### src/shared/tx_cfg_pkg.sv
// Transmit path configuration register map and field layout
package tx_cfg_pkg;
  localparam int          DATA_W            = 8;
  localparam int          ADDR_W            = 8;
  // Register addresses, equal to the register numbers
  localparam logic [7:0]  ADDR_PATH_CONTROL = 8'h0A;
  localparam logic [7:0]  ADDR_GAIN_SHAPING = 8'h0B;
  localparam logic [7:0]  ADDR_MOD_LEVEL    = 8'h0C;
  localparam logic [7:0]  ADDR_OUTPUT_MODE  = 8'h0D;
  localparam logic [7:0]  ADDR_CROSSPOINT   = 8'h0E;
  localparam logic [7:0]  REG_RESET         = 8'h00;
  localparam logic [7:0]  UNMAPPED_READ     = 8'h00;
  // Path control bits
  localparam int          BIT_POWER_DOWN    = 7;
  localparam int          BIT_DRIVER_OFF    = 6;
  localparam int          BIT_INVERT_OUTPUT = 5;
  localparam int          BIT_RECOVERY_OFF  = 4;
  localparam int          BIT_RECOVERY_SKIP = 3;
  localparam int          BIT_OFFSET_OFF    = 2;
  localparam int          BIT_EQUALIZER_OFF = 1;
  localparam int          BIT_ANALOG_SWING  = 0;
  // Gain shaping fields
  localparam int          BIT_HALF_SWING    = 7;
  localparam int          BIT_PEAKING_WIDE  = 6;
  localparam int          TEMPCOMP_MSB      = 5;
  localparam int          TEMPCOMP_LSB      = 4;
  localparam int          INPUT_EQ_MSB      = 3;
  localparam int          INPUT_EQ_LSB      = 0;
  // Output mode fields
  localparam int          BIT_SIDE_SEL      = 7;
  localparam int          BIT_SINGLE_ENDED  = 6;
  localparam int          BIT_DELAYED_DEEMPH = 5;
  localparam int          BIT_SLOW_EDGES    = 4;
  localparam int          DEEMPH_MSB        = 3;
  localparam int          DEEMPH_LSB        = 0;
  // Crosspoint fields
  localparam int          BIT_CP_SIGN       = 7;
  localparam int          CP_SIZE_MSB       = 6;
  localparam int          CP_SIZE_LSB       = 0;
endpackage

### src/logic/tx_path_config_registers.sv
// Transmit path configuration register bank with decoded settings
`timescale 1ns/1ps
// Operation
// - Control bit 7 set powers down the whole transmit path.
// - Control bit 6 set disables the transmit output driver.
// - Control bit 5 set inverts transmitted output polarity.
// - Control bit 4 set disables and bypasses transmit clock recovery.
// - Control bit 3 bypass acts only while receive bypass is also set.
// - Control bit 2 set turns off transmit offset cancellation.
// - Control bit 1 set disables and bypasses the input equalizer.
// - Control bit 0 picks analog swing control, else digital.
// - Shaping bit 7 set limits output swing to half range.
// - Shaping bit 6 set selects wide peaking, else narrow.
// - Shaping bits 5:4 select temperature compensation, bit 5 upper.
// - Shaping bits 3:0 set input equalizer, 0000 weakest.
// - Eight-bit modulation level sets swing, about 9.5 mVpp per step.
// - Mode bit 6 set selects single-ended drive, else differential.
// - In single-ended mode bit 7 picks negative, else positive.
// - Mode bit 5 delays de-emphasis; bits 3:0 set its strength.
// - Mode bit 4 set slows output edges.
// - Crosspoint bit 7 gives shift sign; bits 6:0 its size.
// - Every field is read/write and resets to zero.
module tx_path_config_registers
#(
  parameter int DATA_W = tx_cfg_pkg::DATA_W
)
(
  input  wire logic              i_clk_sys,
  input  wire logic              i_rst_b,
  input  wire logic              i_wr_en,
  input  wire logic              i_rd_en,
  input  wire logic [7:0]        i_addr,
  input  wire logic [DATA_W-1:0] i_wr_data,
  input  wire logic              i_rx_recovery_skip,
  output logic      [DATA_W-1:0] o_rd_data,
  output logic                   o_rd_valid,
  output logic                   o_tx_path_enable,
  output logic                   o_tx_driver_enable,
  output logic                   o_tx_invert_output,
  output logic                   o_tx_recovery_enable,
  output logic                   o_tx_recovery_bypass,
  output logic                   o_tx_offset_cancel_enable,
  output logic                   o_tx_equalizer_enable,
  output logic                   o_tx_analog_swing_sel,
  output logic                   o_tx_half_swing,
  output logic                   o_tx_peaking_wide,
  output logic      [1:0]        o_tx_tempcomp_sel,
  output logic      [3:0]        o_tx_input_eq_level,
  output logic      [7:0]        o_tx_swing_level,
  output logic                   o_tx_single_ended,
  output logic                   o_tx_drive_pos,
  output logic                   o_tx_drive_neg,
  output logic                   o_tx_delayed_deemph,
  output logic                   o_tx_slow_edges,
  output logic      [3:0]        o_tx_deemph_level,
  output logic                   o_tx_crosspoint_sign,
  output logic      [6:0]        o_tx_crosspoint_size
);

  // Refuse widths and layouts that the decode cannot serve
  if (DATA_W != 8)
  begin : g_bad_width
    $error("DATA_W must be 8");
  end

  // Every single-bit field must sit inside the register word
  if (tx_cfg_pkg::BIT_POWER_DOWN     >= DATA_W ||
      tx_cfg_pkg::BIT_DRIVER_OFF     >= DATA_W ||
      tx_cfg_pkg::BIT_INVERT_OUTPUT  >= DATA_W ||
      tx_cfg_pkg::BIT_RECOVERY_OFF   >= DATA_W ||
      tx_cfg_pkg::BIT_RECOVERY_SKIP  >= DATA_W ||
      tx_cfg_pkg::BIT_OFFSET_OFF     >= DATA_W ||
      tx_cfg_pkg::BIT_EQUALIZER_OFF  >= DATA_W ||
      tx_cfg_pkg::BIT_ANALOG_SWING   >= DATA_W ||
      tx_cfg_pkg::BIT_HALF_SWING     >= DATA_W ||
      tx_cfg_pkg::BIT_PEAKING_WIDE   >= DATA_W ||
      tx_cfg_pkg::BIT_SIDE_SEL       >= DATA_W ||
      tx_cfg_pkg::BIT_SINGLE_ENDED   >= DATA_W ||
      tx_cfg_pkg::BIT_DELAYED_DEEMPH >= DATA_W ||
      tx_cfg_pkg::BIT_SLOW_EDGES     >= DATA_W ||
      tx_cfg_pkg::BIT_CP_SIGN        >= DATA_W)
  begin : g_bad_bit_pos
    $error("Single-bit field outside the register word");
  end

  // Multi-bit fields must match the widths of their outputs
  if (tx_cfg_pkg::TEMPCOMP_MSB - tx_cfg_pkg::TEMPCOMP_LSB != 1 ||
      tx_cfg_pkg::INPUT_EQ_MSB - tx_cfg_pkg::INPUT_EQ_LSB != 3 ||
      tx_cfg_pkg::DEEMPH_MSB   - tx_cfg_pkg::DEEMPH_LSB   != 3 ||
      tx_cfg_pkg::CP_SIZE_MSB  - tx_cfg_pkg::CP_SIZE_LSB  != 6 ||
      tx_cfg_pkg::TEMPCOMP_MSB >= DATA_W ||
      tx_cfg_pkg::INPUT_EQ_MSB >= DATA_W ||
      tx_cfg_pkg::DEEMPH_MSB   >= DATA_W ||
      tx_cfg_pkg::CP_SIZE_MSB  >= DATA_W)
  begin : g_bad_field
    $error("Multi-bit field does not fit its output");
  end

  // Overlapping addresses would let one register shadow another
  if (tx_cfg_pkg::ADDR_PATH_CONTROL == tx_cfg_pkg::ADDR_GAIN_SHAPING ||
      tx_cfg_pkg::ADDR_PATH_CONTROL == tx_cfg_pkg::ADDR_MOD_LEVEL    ||
      tx_cfg_pkg::ADDR_PATH_CONTROL == tx_cfg_pkg::ADDR_OUTPUT_MODE  ||
      tx_cfg_pkg::ADDR_PATH_CONTROL == tx_cfg_pkg::ADDR_CROSSPOINT   ||
      tx_cfg_pkg::ADDR_GAIN_SHAPING == tx_cfg_pkg::ADDR_MOD_LEVEL    ||
      tx_cfg_pkg::ADDR_GAIN_SHAPING == tx_cfg_pkg::ADDR_OUTPUT_MODE  ||
      tx_cfg_pkg::ADDR_GAIN_SHAPING == tx_cfg_pkg::ADDR_CROSSPOINT   ||
      tx_cfg_pkg::ADDR_MOD_LEVEL    == tx_cfg_pkg::ADDR_OUTPUT_MODE  ||
      tx_cfg_pkg::ADDR_MOD_LEVEL    == tx_cfg_pkg::ADDR_CROSSPOINT   ||
      tx_cfg_pkg::ADDR_OUTPUT_MODE  == tx_cfg_pkg::ADDR_CROSSPOINT)
  begin : g_bad_map
    $error("Register addresses must be distinct");
  end

  logic [7:0] path_control;
  logic [7:0] gain_shaping;
  logic [7:0] mod_level;
  logic [7:0] output_mode;
  logic [7:0] crosspoint;
  logic [7:0] next_path_control;
  logic [7:0] next_gain_shaping;
  logic [7:0] next_mod_level;
  logic [7:0] next_output_mode;
  logic [7:0] next_crosspoint;
  logic [7:0] next_rd_data;
  logic       next_rd_valid;

  // Register writes and read mux
  always_comb
  begin
    next_path_control = path_control;
    next_gain_shaping = gain_shaping;
    next_mod_level    = mod_level;
    next_output_mode  = output_mode;
    next_crosspoint   = crosspoint;
    next_rd_data      = o_rd_data;
    next_rd_valid     = 1'b0;
    if (i_wr_en)
    begin
      case (i_addr)
        tx_cfg_pkg::ADDR_PATH_CONTROL: next_path_control = i_wr_data;
        tx_cfg_pkg::ADDR_GAIN_SHAPING: next_gain_shaping = i_wr_data;
        tx_cfg_pkg::ADDR_MOD_LEVEL:    next_mod_level    = i_wr_data;
        tx_cfg_pkg::ADDR_OUTPUT_MODE:  next_output_mode  = i_wr_data;
        tx_cfg_pkg::ADDR_CROSSPOINT:   next_crosspoint   = i_wr_data;
        default:                       next_crosspoint   = crosspoint;
      endcase
    end
    else if (i_rd_en)
    begin
      next_rd_valid = 1'b1;
      case (i_addr)
        tx_cfg_pkg::ADDR_PATH_CONTROL: next_rd_data = path_control;
        tx_cfg_pkg::ADDR_GAIN_SHAPING: next_rd_data = gain_shaping;
        tx_cfg_pkg::ADDR_MOD_LEVEL:    next_rd_data = mod_level;
        tx_cfg_pkg::ADDR_OUTPUT_MODE:  next_rd_data = output_mode;
        tx_cfg_pkg::ADDR_CROSSPOINT:   next_rd_data = crosspoint;
        default:                       next_rd_data = tx_cfg_pkg::UNMAPPED_READ;
      endcase
    end
  end

  always_ff @(posedge i_clk_sys or negedge i_rst_b)
  begin
    if (!i_rst_b)
    begin
      path_control <= tx_cfg_pkg::REG_RESET;
      gain_shaping <= tx_cfg_pkg::REG_RESET;
      mod_level    <= tx_cfg_pkg::REG_RESET;
      output_mode  <= tx_cfg_pkg::REG_RESET;
      crosspoint   <= tx_cfg_pkg::REG_RESET;
      o_rd_data    <= tx_cfg_pkg::REG_RESET;
      o_rd_valid   <= 1'b0;
    end
    else
    begin
      path_control <= next_path_control;
      gain_shaping <= next_gain_shaping;
      mod_level    <= next_mod_level;
      output_mode  <= next_output_mode;
      crosspoint   <= next_crosspoint;
      o_rd_data    <= next_rd_data;
      o_rd_valid   <= next_rd_valid;
    end
  end

  // Decoded settings, taken from the next register values
  logic       next_path_enable;
  logic       next_driver_enable;
  logic       next_invert_output;
  logic       next_recovery_enable;
  logic       next_recovery_bypass;
  logic       next_offset_enable;
  logic       next_equalizer_enable;
  logic       next_analog_swing;
  logic       next_half_swing;
  logic       next_peaking_wide;
  logic [1:0] next_tempcomp;
  logic [3:0] next_input_eq;
  logic [7:0] next_swing;
  logic       next_single_ended;
  logic       next_drive_pos;
  logic       next_drive_neg;
  logic       next_delayed_deemph;
  logic       next_slow_edges;
  logic [3:0] next_deemph;
  logic       next_cp_sign;
  logic [6:0] next_cp_size;

  always_comb
  begin
    next_path_enable      =
      !next_path_control[tx_cfg_pkg::BIT_POWER_DOWN];
    next_driver_enable    = next_path_enable &&
      !next_path_control[tx_cfg_pkg::BIT_DRIVER_OFF];
    next_invert_output    =
      next_path_control[tx_cfg_pkg::BIT_INVERT_OUTPUT];
    next_recovery_enable  = next_path_enable &&
      !next_path_control[tx_cfg_pkg::BIT_RECOVERY_OFF];
    next_recovery_bypass  =
      next_path_control[tx_cfg_pkg::BIT_RECOVERY_OFF] ||
      (next_path_control[tx_cfg_pkg::BIT_RECOVERY_SKIP] &&
       i_rx_recovery_skip);
    next_offset_enable    = next_path_enable &&
      !next_path_control[tx_cfg_pkg::BIT_OFFSET_OFF];
    next_equalizer_enable = next_path_enable &&
      !next_path_control[tx_cfg_pkg::BIT_EQUALIZER_OFF];
    next_analog_swing     =
      next_path_control[tx_cfg_pkg::BIT_ANALOG_SWING];
    next_half_swing       =
      next_gain_shaping[tx_cfg_pkg::BIT_HALF_SWING];
    next_peaking_wide     =
      next_gain_shaping[tx_cfg_pkg::BIT_PEAKING_WIDE];
    next_tempcomp         = next_gain_shaping[
      tx_cfg_pkg::TEMPCOMP_MSB:tx_cfg_pkg::TEMPCOMP_LSB];
    next_input_eq         = next_gain_shaping[
      tx_cfg_pkg::INPUT_EQ_MSB:tx_cfg_pkg::INPUT_EQ_LSB];
    next_swing            = next_mod_level;
    next_single_ended     =
      next_output_mode[tx_cfg_pkg::BIT_SINGLE_ENDED];
    next_drive_pos        = next_driver_enable &&
      (!next_single_ended ||
       !next_output_mode[tx_cfg_pkg::BIT_SIDE_SEL]);
    next_drive_neg        = next_driver_enable &&
      (!next_single_ended ||
       next_output_mode[tx_cfg_pkg::BIT_SIDE_SEL]);
    next_delayed_deemph   =
      next_output_mode[tx_cfg_pkg::BIT_DELAYED_DEEMPH];
    next_deemph           = next_output_mode[tx_cfg_pkg::DEEMPH_MSB:
                                             tx_cfg_pkg::DEEMPH_LSB];
    next_slow_edges       =
      next_output_mode[tx_cfg_pkg::BIT_SLOW_EDGES];
    next_cp_sign          = next_crosspoint[tx_cfg_pkg::BIT_CP_SIGN];
    next_cp_size          = next_crosspoint[tx_cfg_pkg::CP_SIZE_MSB:
                                            tx_cfg_pkg::CP_SIZE_LSB];
  end

  always_ff @(posedge i_clk_sys or negedge i_rst_b)
  begin
    if (!i_rst_b)
    begin
      o_tx_path_enable          <= 1'b1;
      o_tx_driver_enable        <= 1'b1;
      o_tx_invert_output        <= 1'b0;
      o_tx_recovery_enable      <= 1'b1;
      o_tx_recovery_bypass      <= 1'b0;
      o_tx_offset_cancel_enable <= 1'b1;
      o_tx_equalizer_enable     <= 1'b1;
      o_tx_analog_swing_sel     <= 1'b0;
      o_tx_half_swing           <= 1'b0;
      o_tx_peaking_wide         <= 1'b0;
      o_tx_tempcomp_sel         <= 2'h0;
      o_tx_input_eq_level       <= 4'h0;
      o_tx_swing_level          <= 8'h00;
      o_tx_single_ended         <= 1'b0;
      o_tx_drive_pos            <= 1'b1;
      o_tx_drive_neg            <= 1'b1;
      o_tx_delayed_deemph       <= 1'b0;
      o_tx_slow_edges           <= 1'b0;
      o_tx_deemph_level         <= 4'h0;
      o_tx_crosspoint_sign      <= 1'b0;
      o_tx_crosspoint_size      <= 7'h00;
    end
    else
    begin
      o_tx_path_enable          <= next_path_enable;
      o_tx_driver_enable        <= next_driver_enable;
      o_tx_invert_output        <= next_invert_output;
      o_tx_recovery_enable      <= next_recovery_enable;
      o_tx_recovery_bypass      <= next_recovery_bypass;
      o_tx_offset_cancel_enable <= next_offset_enable;
      o_tx_equalizer_enable     <= next_equalizer_enable;
      o_tx_analog_swing_sel     <= next_analog_swing;
      o_tx_half_swing           <= next_half_swing;
      o_tx_peaking_wide         <= next_peaking_wide;
      o_tx_tempcomp_sel         <= next_tempcomp;
      o_tx_input_eq_level       <= next_input_eq;
      o_tx_swing_level          <= next_swing;
      o_tx_single_ended         <= next_single_ended;
      o_tx_drive_pos            <= next_drive_pos;
      o_tx_drive_neg            <= next_drive_neg;
      o_tx_delayed_deemph       <= next_delayed_deemph;
      o_tx_slow_edges           <= next_slow_edges;
      o_tx_deemph_level         <= next_deemph;
      o_tx_crosspoint_sign      <= next_cp_sign;
      o_tx_crosspoint_size      <= next_cp_size;
    end
  end

endmodule

### config.mk
export PLATFORM = sky130hd
export DESIGN_NAME = tx_path_config_registers
export DESIGN_NICKNAME = d
export VERILOG_FILES = /design/src/shared/tx_cfg_pkg.sv /design/src/logic/tx_path_config_registers.sv
export SDC_FILE = /design/constraint.sdc
export NUM_CORES = 1
export LEC_CHECK = 0
export BUFFER_PORTS_ARGS = -buffer_cell sky130_fd_sc_hd__buf_2
export CAP_MARGIN = 20
export CORE_ASPECT_RATIO = 0.6
export CORE_UTILIZATION = 41
export CTS_CLUSTER_DIAMETER = 80
export DETAILED_ROUTE_END_ITERATION = 10
export PLACE_DENSITY = 0.67
export SETUP_SLACK_MARGIN = 0.4
export SYNTH_ARGS = -nofsm -noshare
export SYNTH_HDL_FRONTEND = slang
export SYNTH_SLANG_ARGS = --single-unit
### constraint.sdc
create_clock -name i_clk_sys -period 1.7 [get_ports i_clk_sys]
set_input_delay 0.085 -clock i_clk_sys [delete_from_list [all_inputs] [get_ports i_clk_sys]]
set_output_delay 0.085 -clock i_clk_sys [all_outputs]
set_load 0.005 [all_outputs]
==> impl_metrics.env <==
export IMPL_ir_drop_v=0.000463
export IMPL_rsz0062_at_grt="yes"
export IMPL_reg2reg_slack_ns=0.40
export IMPL_skew_ns=0.00476
export IMPL_coreArea_sq_um=6110
export IMPL_clkTransAtPathRegs_ns=0.06
export IMPL_ys_seq_elements=57
export IMPL_fin_nets=299
export IMPL_required_ns=1.92
export IMPL_synthCells=192
export IMPL_maxCapViolCount=0
export IMPL_fillers=571
export IMPL_chipWidth_um=105
export IMPL_antenna_left=0
export IMPL_io_pins=71
export IMPL_drt_wl_total_um=6540
export IMPL_ys_flop_type="dfrtp_1"
export IMPL_dieArea_sq_um=6680
export IMPL_final_max_slew_viol_count=0
export IMPL_fin_util=0.547
export IMPL_path_max_fanout=3
export IMPL_drcViolationCount=0
export IMPL_antenna_found_initial=0
export IMPL_grt_pass1_wl_um=10700
export IMPL_cts_sinks=57
export IMPL_crit_path_end_kind="flop"
export IMPL_arrival_ns=1.53
export IMPL_place_gp_congestion=0.753
export IMPL_p_leak_nw=1.79
export IMPL_grtUsageTotal=0.221
export IMPL_slew_headroom=0.688
export IMPL_grt_pass1_vias=1935
export IMPL_die_height_um=63.7
export IMPL_clockRootBuffer="clkbuf_8"
export IMPL_hp_class="input port to flop"
export IMPL_clock_path_buffers=2
export IMPL_h_tree_depth=3
export IMPL_grt_max_degree=39
export IMPL_syn2layout_area_growth_pct=28.6
export IMPL_n_antenna_cell=0
export IMPL_vias=1924
export IMPL_ys_seq_area_frac=0.552
export IMPL_start_util=0.426
export IMPL_synth_area_sq_um=2600
export IMPL_numPortBuffers=70
export IMPL_yosysWarnings=0
export IMPL_final_setup_viol_count=0
export IMPL_synth_edff_count=0
export IMPL_crit_path_max_incr_delay_ns=0.39
export IMPL_outcome="finished clean"
export IMPL_worst_slew_pin_slew_ns=0.468
export IMPL_fmax_mhz=768
export IMPL_yosysUniqueCellTypes=35
export IMPL_hpwl_um=4550
export IMPL_holdWs_ns=0.0560
export IMPL_viasPerCell=5.24
export IMPL_insertion_delay_ns=0.33
export IMPL_drt_first_iter_violations=80
export IMPL_path_cells="mux2_2, a221oi_1, a21oi_1, a22o_1"
export IMPL_p_per_area_nw_per_um2=848
export IMPL_syn_area_per_cell_sq_um=13.5
export IMPL_start_kind="flop"
export IMPL_first_pass_iters=4
export IMPL_tns_ns=0
export IMPL_rows=22
export IMPL_crit_slowest_cell="dfrtp_1"
export IMPL_overflow=0
export IMPL_cts_buffers=9
export IMPL_tritoncts="yes"
export IMPL_finalCritPeriodShare=0.766
export IMPL_drive_gt1_frac=0.576
export IMPL_wl_per_cell_um=17.8
export IMPL_synth_fp_nets=213
export IMPL_path_class="flop to flop"
export IMPL_postSynth_asyncResetShare=1.00
export IMPL_hold_viol_final=0
export IMPL_fin_crit_ns=1.30
## registers in the layout (all words and copies together), names as in the netlist
name,count
gain_shaping,4
o_rd_valid,1
output_mode,5
crosspoint,2
o_tx_tempcomp_sel,1
o_tx_drive_neg,1
o_tx_input_eq_level,3
o_tx_deemph_level,3
o_tx_recovery_bypass,1
o_tx_drive_pos,1
o_rd_data,8
o_tx_offset_cancel_enable,1
o_tx_swing_level,8
o_tx_crosspoint_size,6
o_tx_equalizer_enable,1
o_tx_driver_enable,1
o_tx_recovery_enable,1
path_control,8
o_tx_path_enable,1
## critical path, delay by kind of cell (launching register included)
| kind | cells | cell delay [ns] |
|---|---|---|
| DFF | 1 | 0.39 |
| AOI/OAI and AO/OA | 3 | 0.54 |
| muxes | 1 | 0.26 |
## power breakdown
| part | leakage [nW] | internal [mW] | switching [mW] | total, mW |
|---|---|---|---|---|
| Sequential | 0.763 | 1.43 | 0.0420 | 1.47 |
| Combinational | 0.948 | 0.163 | 0.172 | 0.336 |
| Clock | 0.0839 | 0.519 | 0.508 | 1.03 |
## synthesized netlist by cell type (3+ instances only)
library cell / number / area (sq um)
nor2_1: 6 / 22.5
a21oi_1: 6 / 30.0
a221oi_1: 6 / 52.6
buf_2: 6 / 30.0
a22oi_1: 6 / 45.0
dfrtp_1: 50 / 1250
dfstp_2: 7 / 184
o31ai_1: 3 / 22.5
nor2b_1: 3 / 18.8
buf_4: 6 / 45.0
inv_1: 4 / 15.0
mux2i_1: 3 / 30.0
mux2_2: 48 / 541
a22o_1: 6 / 52.6
nand2_1: 6 / 22.5
## logic make-up (layout without fill, tap and decap cells)
family,Yosys count,count (layout),share of synthesized area
and+or+nand+nor,31,31,0.0904
AOI/OAI and AO/OA,34,34,0.0981
buffers and inverters,19,110,0.0404
muxes,51,51,0.219
DFF,57,57,0.552
## area by class of cell
type                            count  area (sq um)  area share
Inverter                            4          15.0     0.00449
Clock buffer                       12           135      0.0404
Clock inverter                      4          20.0     0.00599
Timing Repair Buffer               90           541       0.162
Tap cell                           84           105      0.0314
Sequential cell                    57          1440       0.429
Multi-Input combinational cell    116          1090       0.327
## metrics by stage
step / std cells / setup slack (ns) / instance area (sq um) / total power, mW
2_1_floorplan: 192 / 0.450 / 2600 / 1.64
3_3_place_gp: 342 / 0.234 / 3070 / 1.80
3_5_place_dp: 342 / 0.183 / 3070 / 1.81
4_1_cts: 365 / 0.392 / 3300 / 2.86
5_1_grt: 367 / 0.301 / 3340 / 2.99
6_report: 367 / 0.398 / 3340 / 2.84
## metal layers
metal | track usage | vias up | share of wire | wire [um]
met5 | 0 | - | 0 | 0
met4 | 0.0792 | 0 | 0.013 | 87
met3 | 0.0714 | 9 | 0.070 | 459
met2 | 0.334 | 78 | 0.44 | 2870
met1 | 0.298 | 950 | 0.48 | 3130
li1 | - | 887 | - | -
## worst paths after layout
check / from / end / cells after the start
min in group asynchronous: i_rst_b / o_tx_input_eq_level[0] / 2
worst min register to register: o_rd_data[0] / o_rd_data[0] / 2
max in group asynchronous: i_rst_b / o_tx_recovery_enable / 3
worst max-delay path: path_control[4] / o_rd_data[4] / 4
worst max register to register: path_control[4] / o_rd_data[4] / 4
worst min-delay path: i_wr_data[0] / o_tx_deemph_level[0] / 2
## layout by cell type, fill, tap and decap left out, types with 6 or more instances in the layout
master / instances
dfstp_2: 7
a22o_1: 6
dfrtp_1: 50
a22oi_1: 6
buf_2: 70
clkbuf_8: 9
buf_4: 12
a21oi_1: 6
nor2_1: 6
mux2_2: 47
nand2_1: 6
dlygate4sd3_1: 6
## repair_timing
action                                 CTS  global route
pin swaps                                0             2
gates resized for setup                  1             5
endpoints found under the hold margin   19             0
setup endpoints to repair                3             8
hold buffers                             6             0
setup buffers                            1             2
Note: power is estimated with default switching activity, not from simulation.
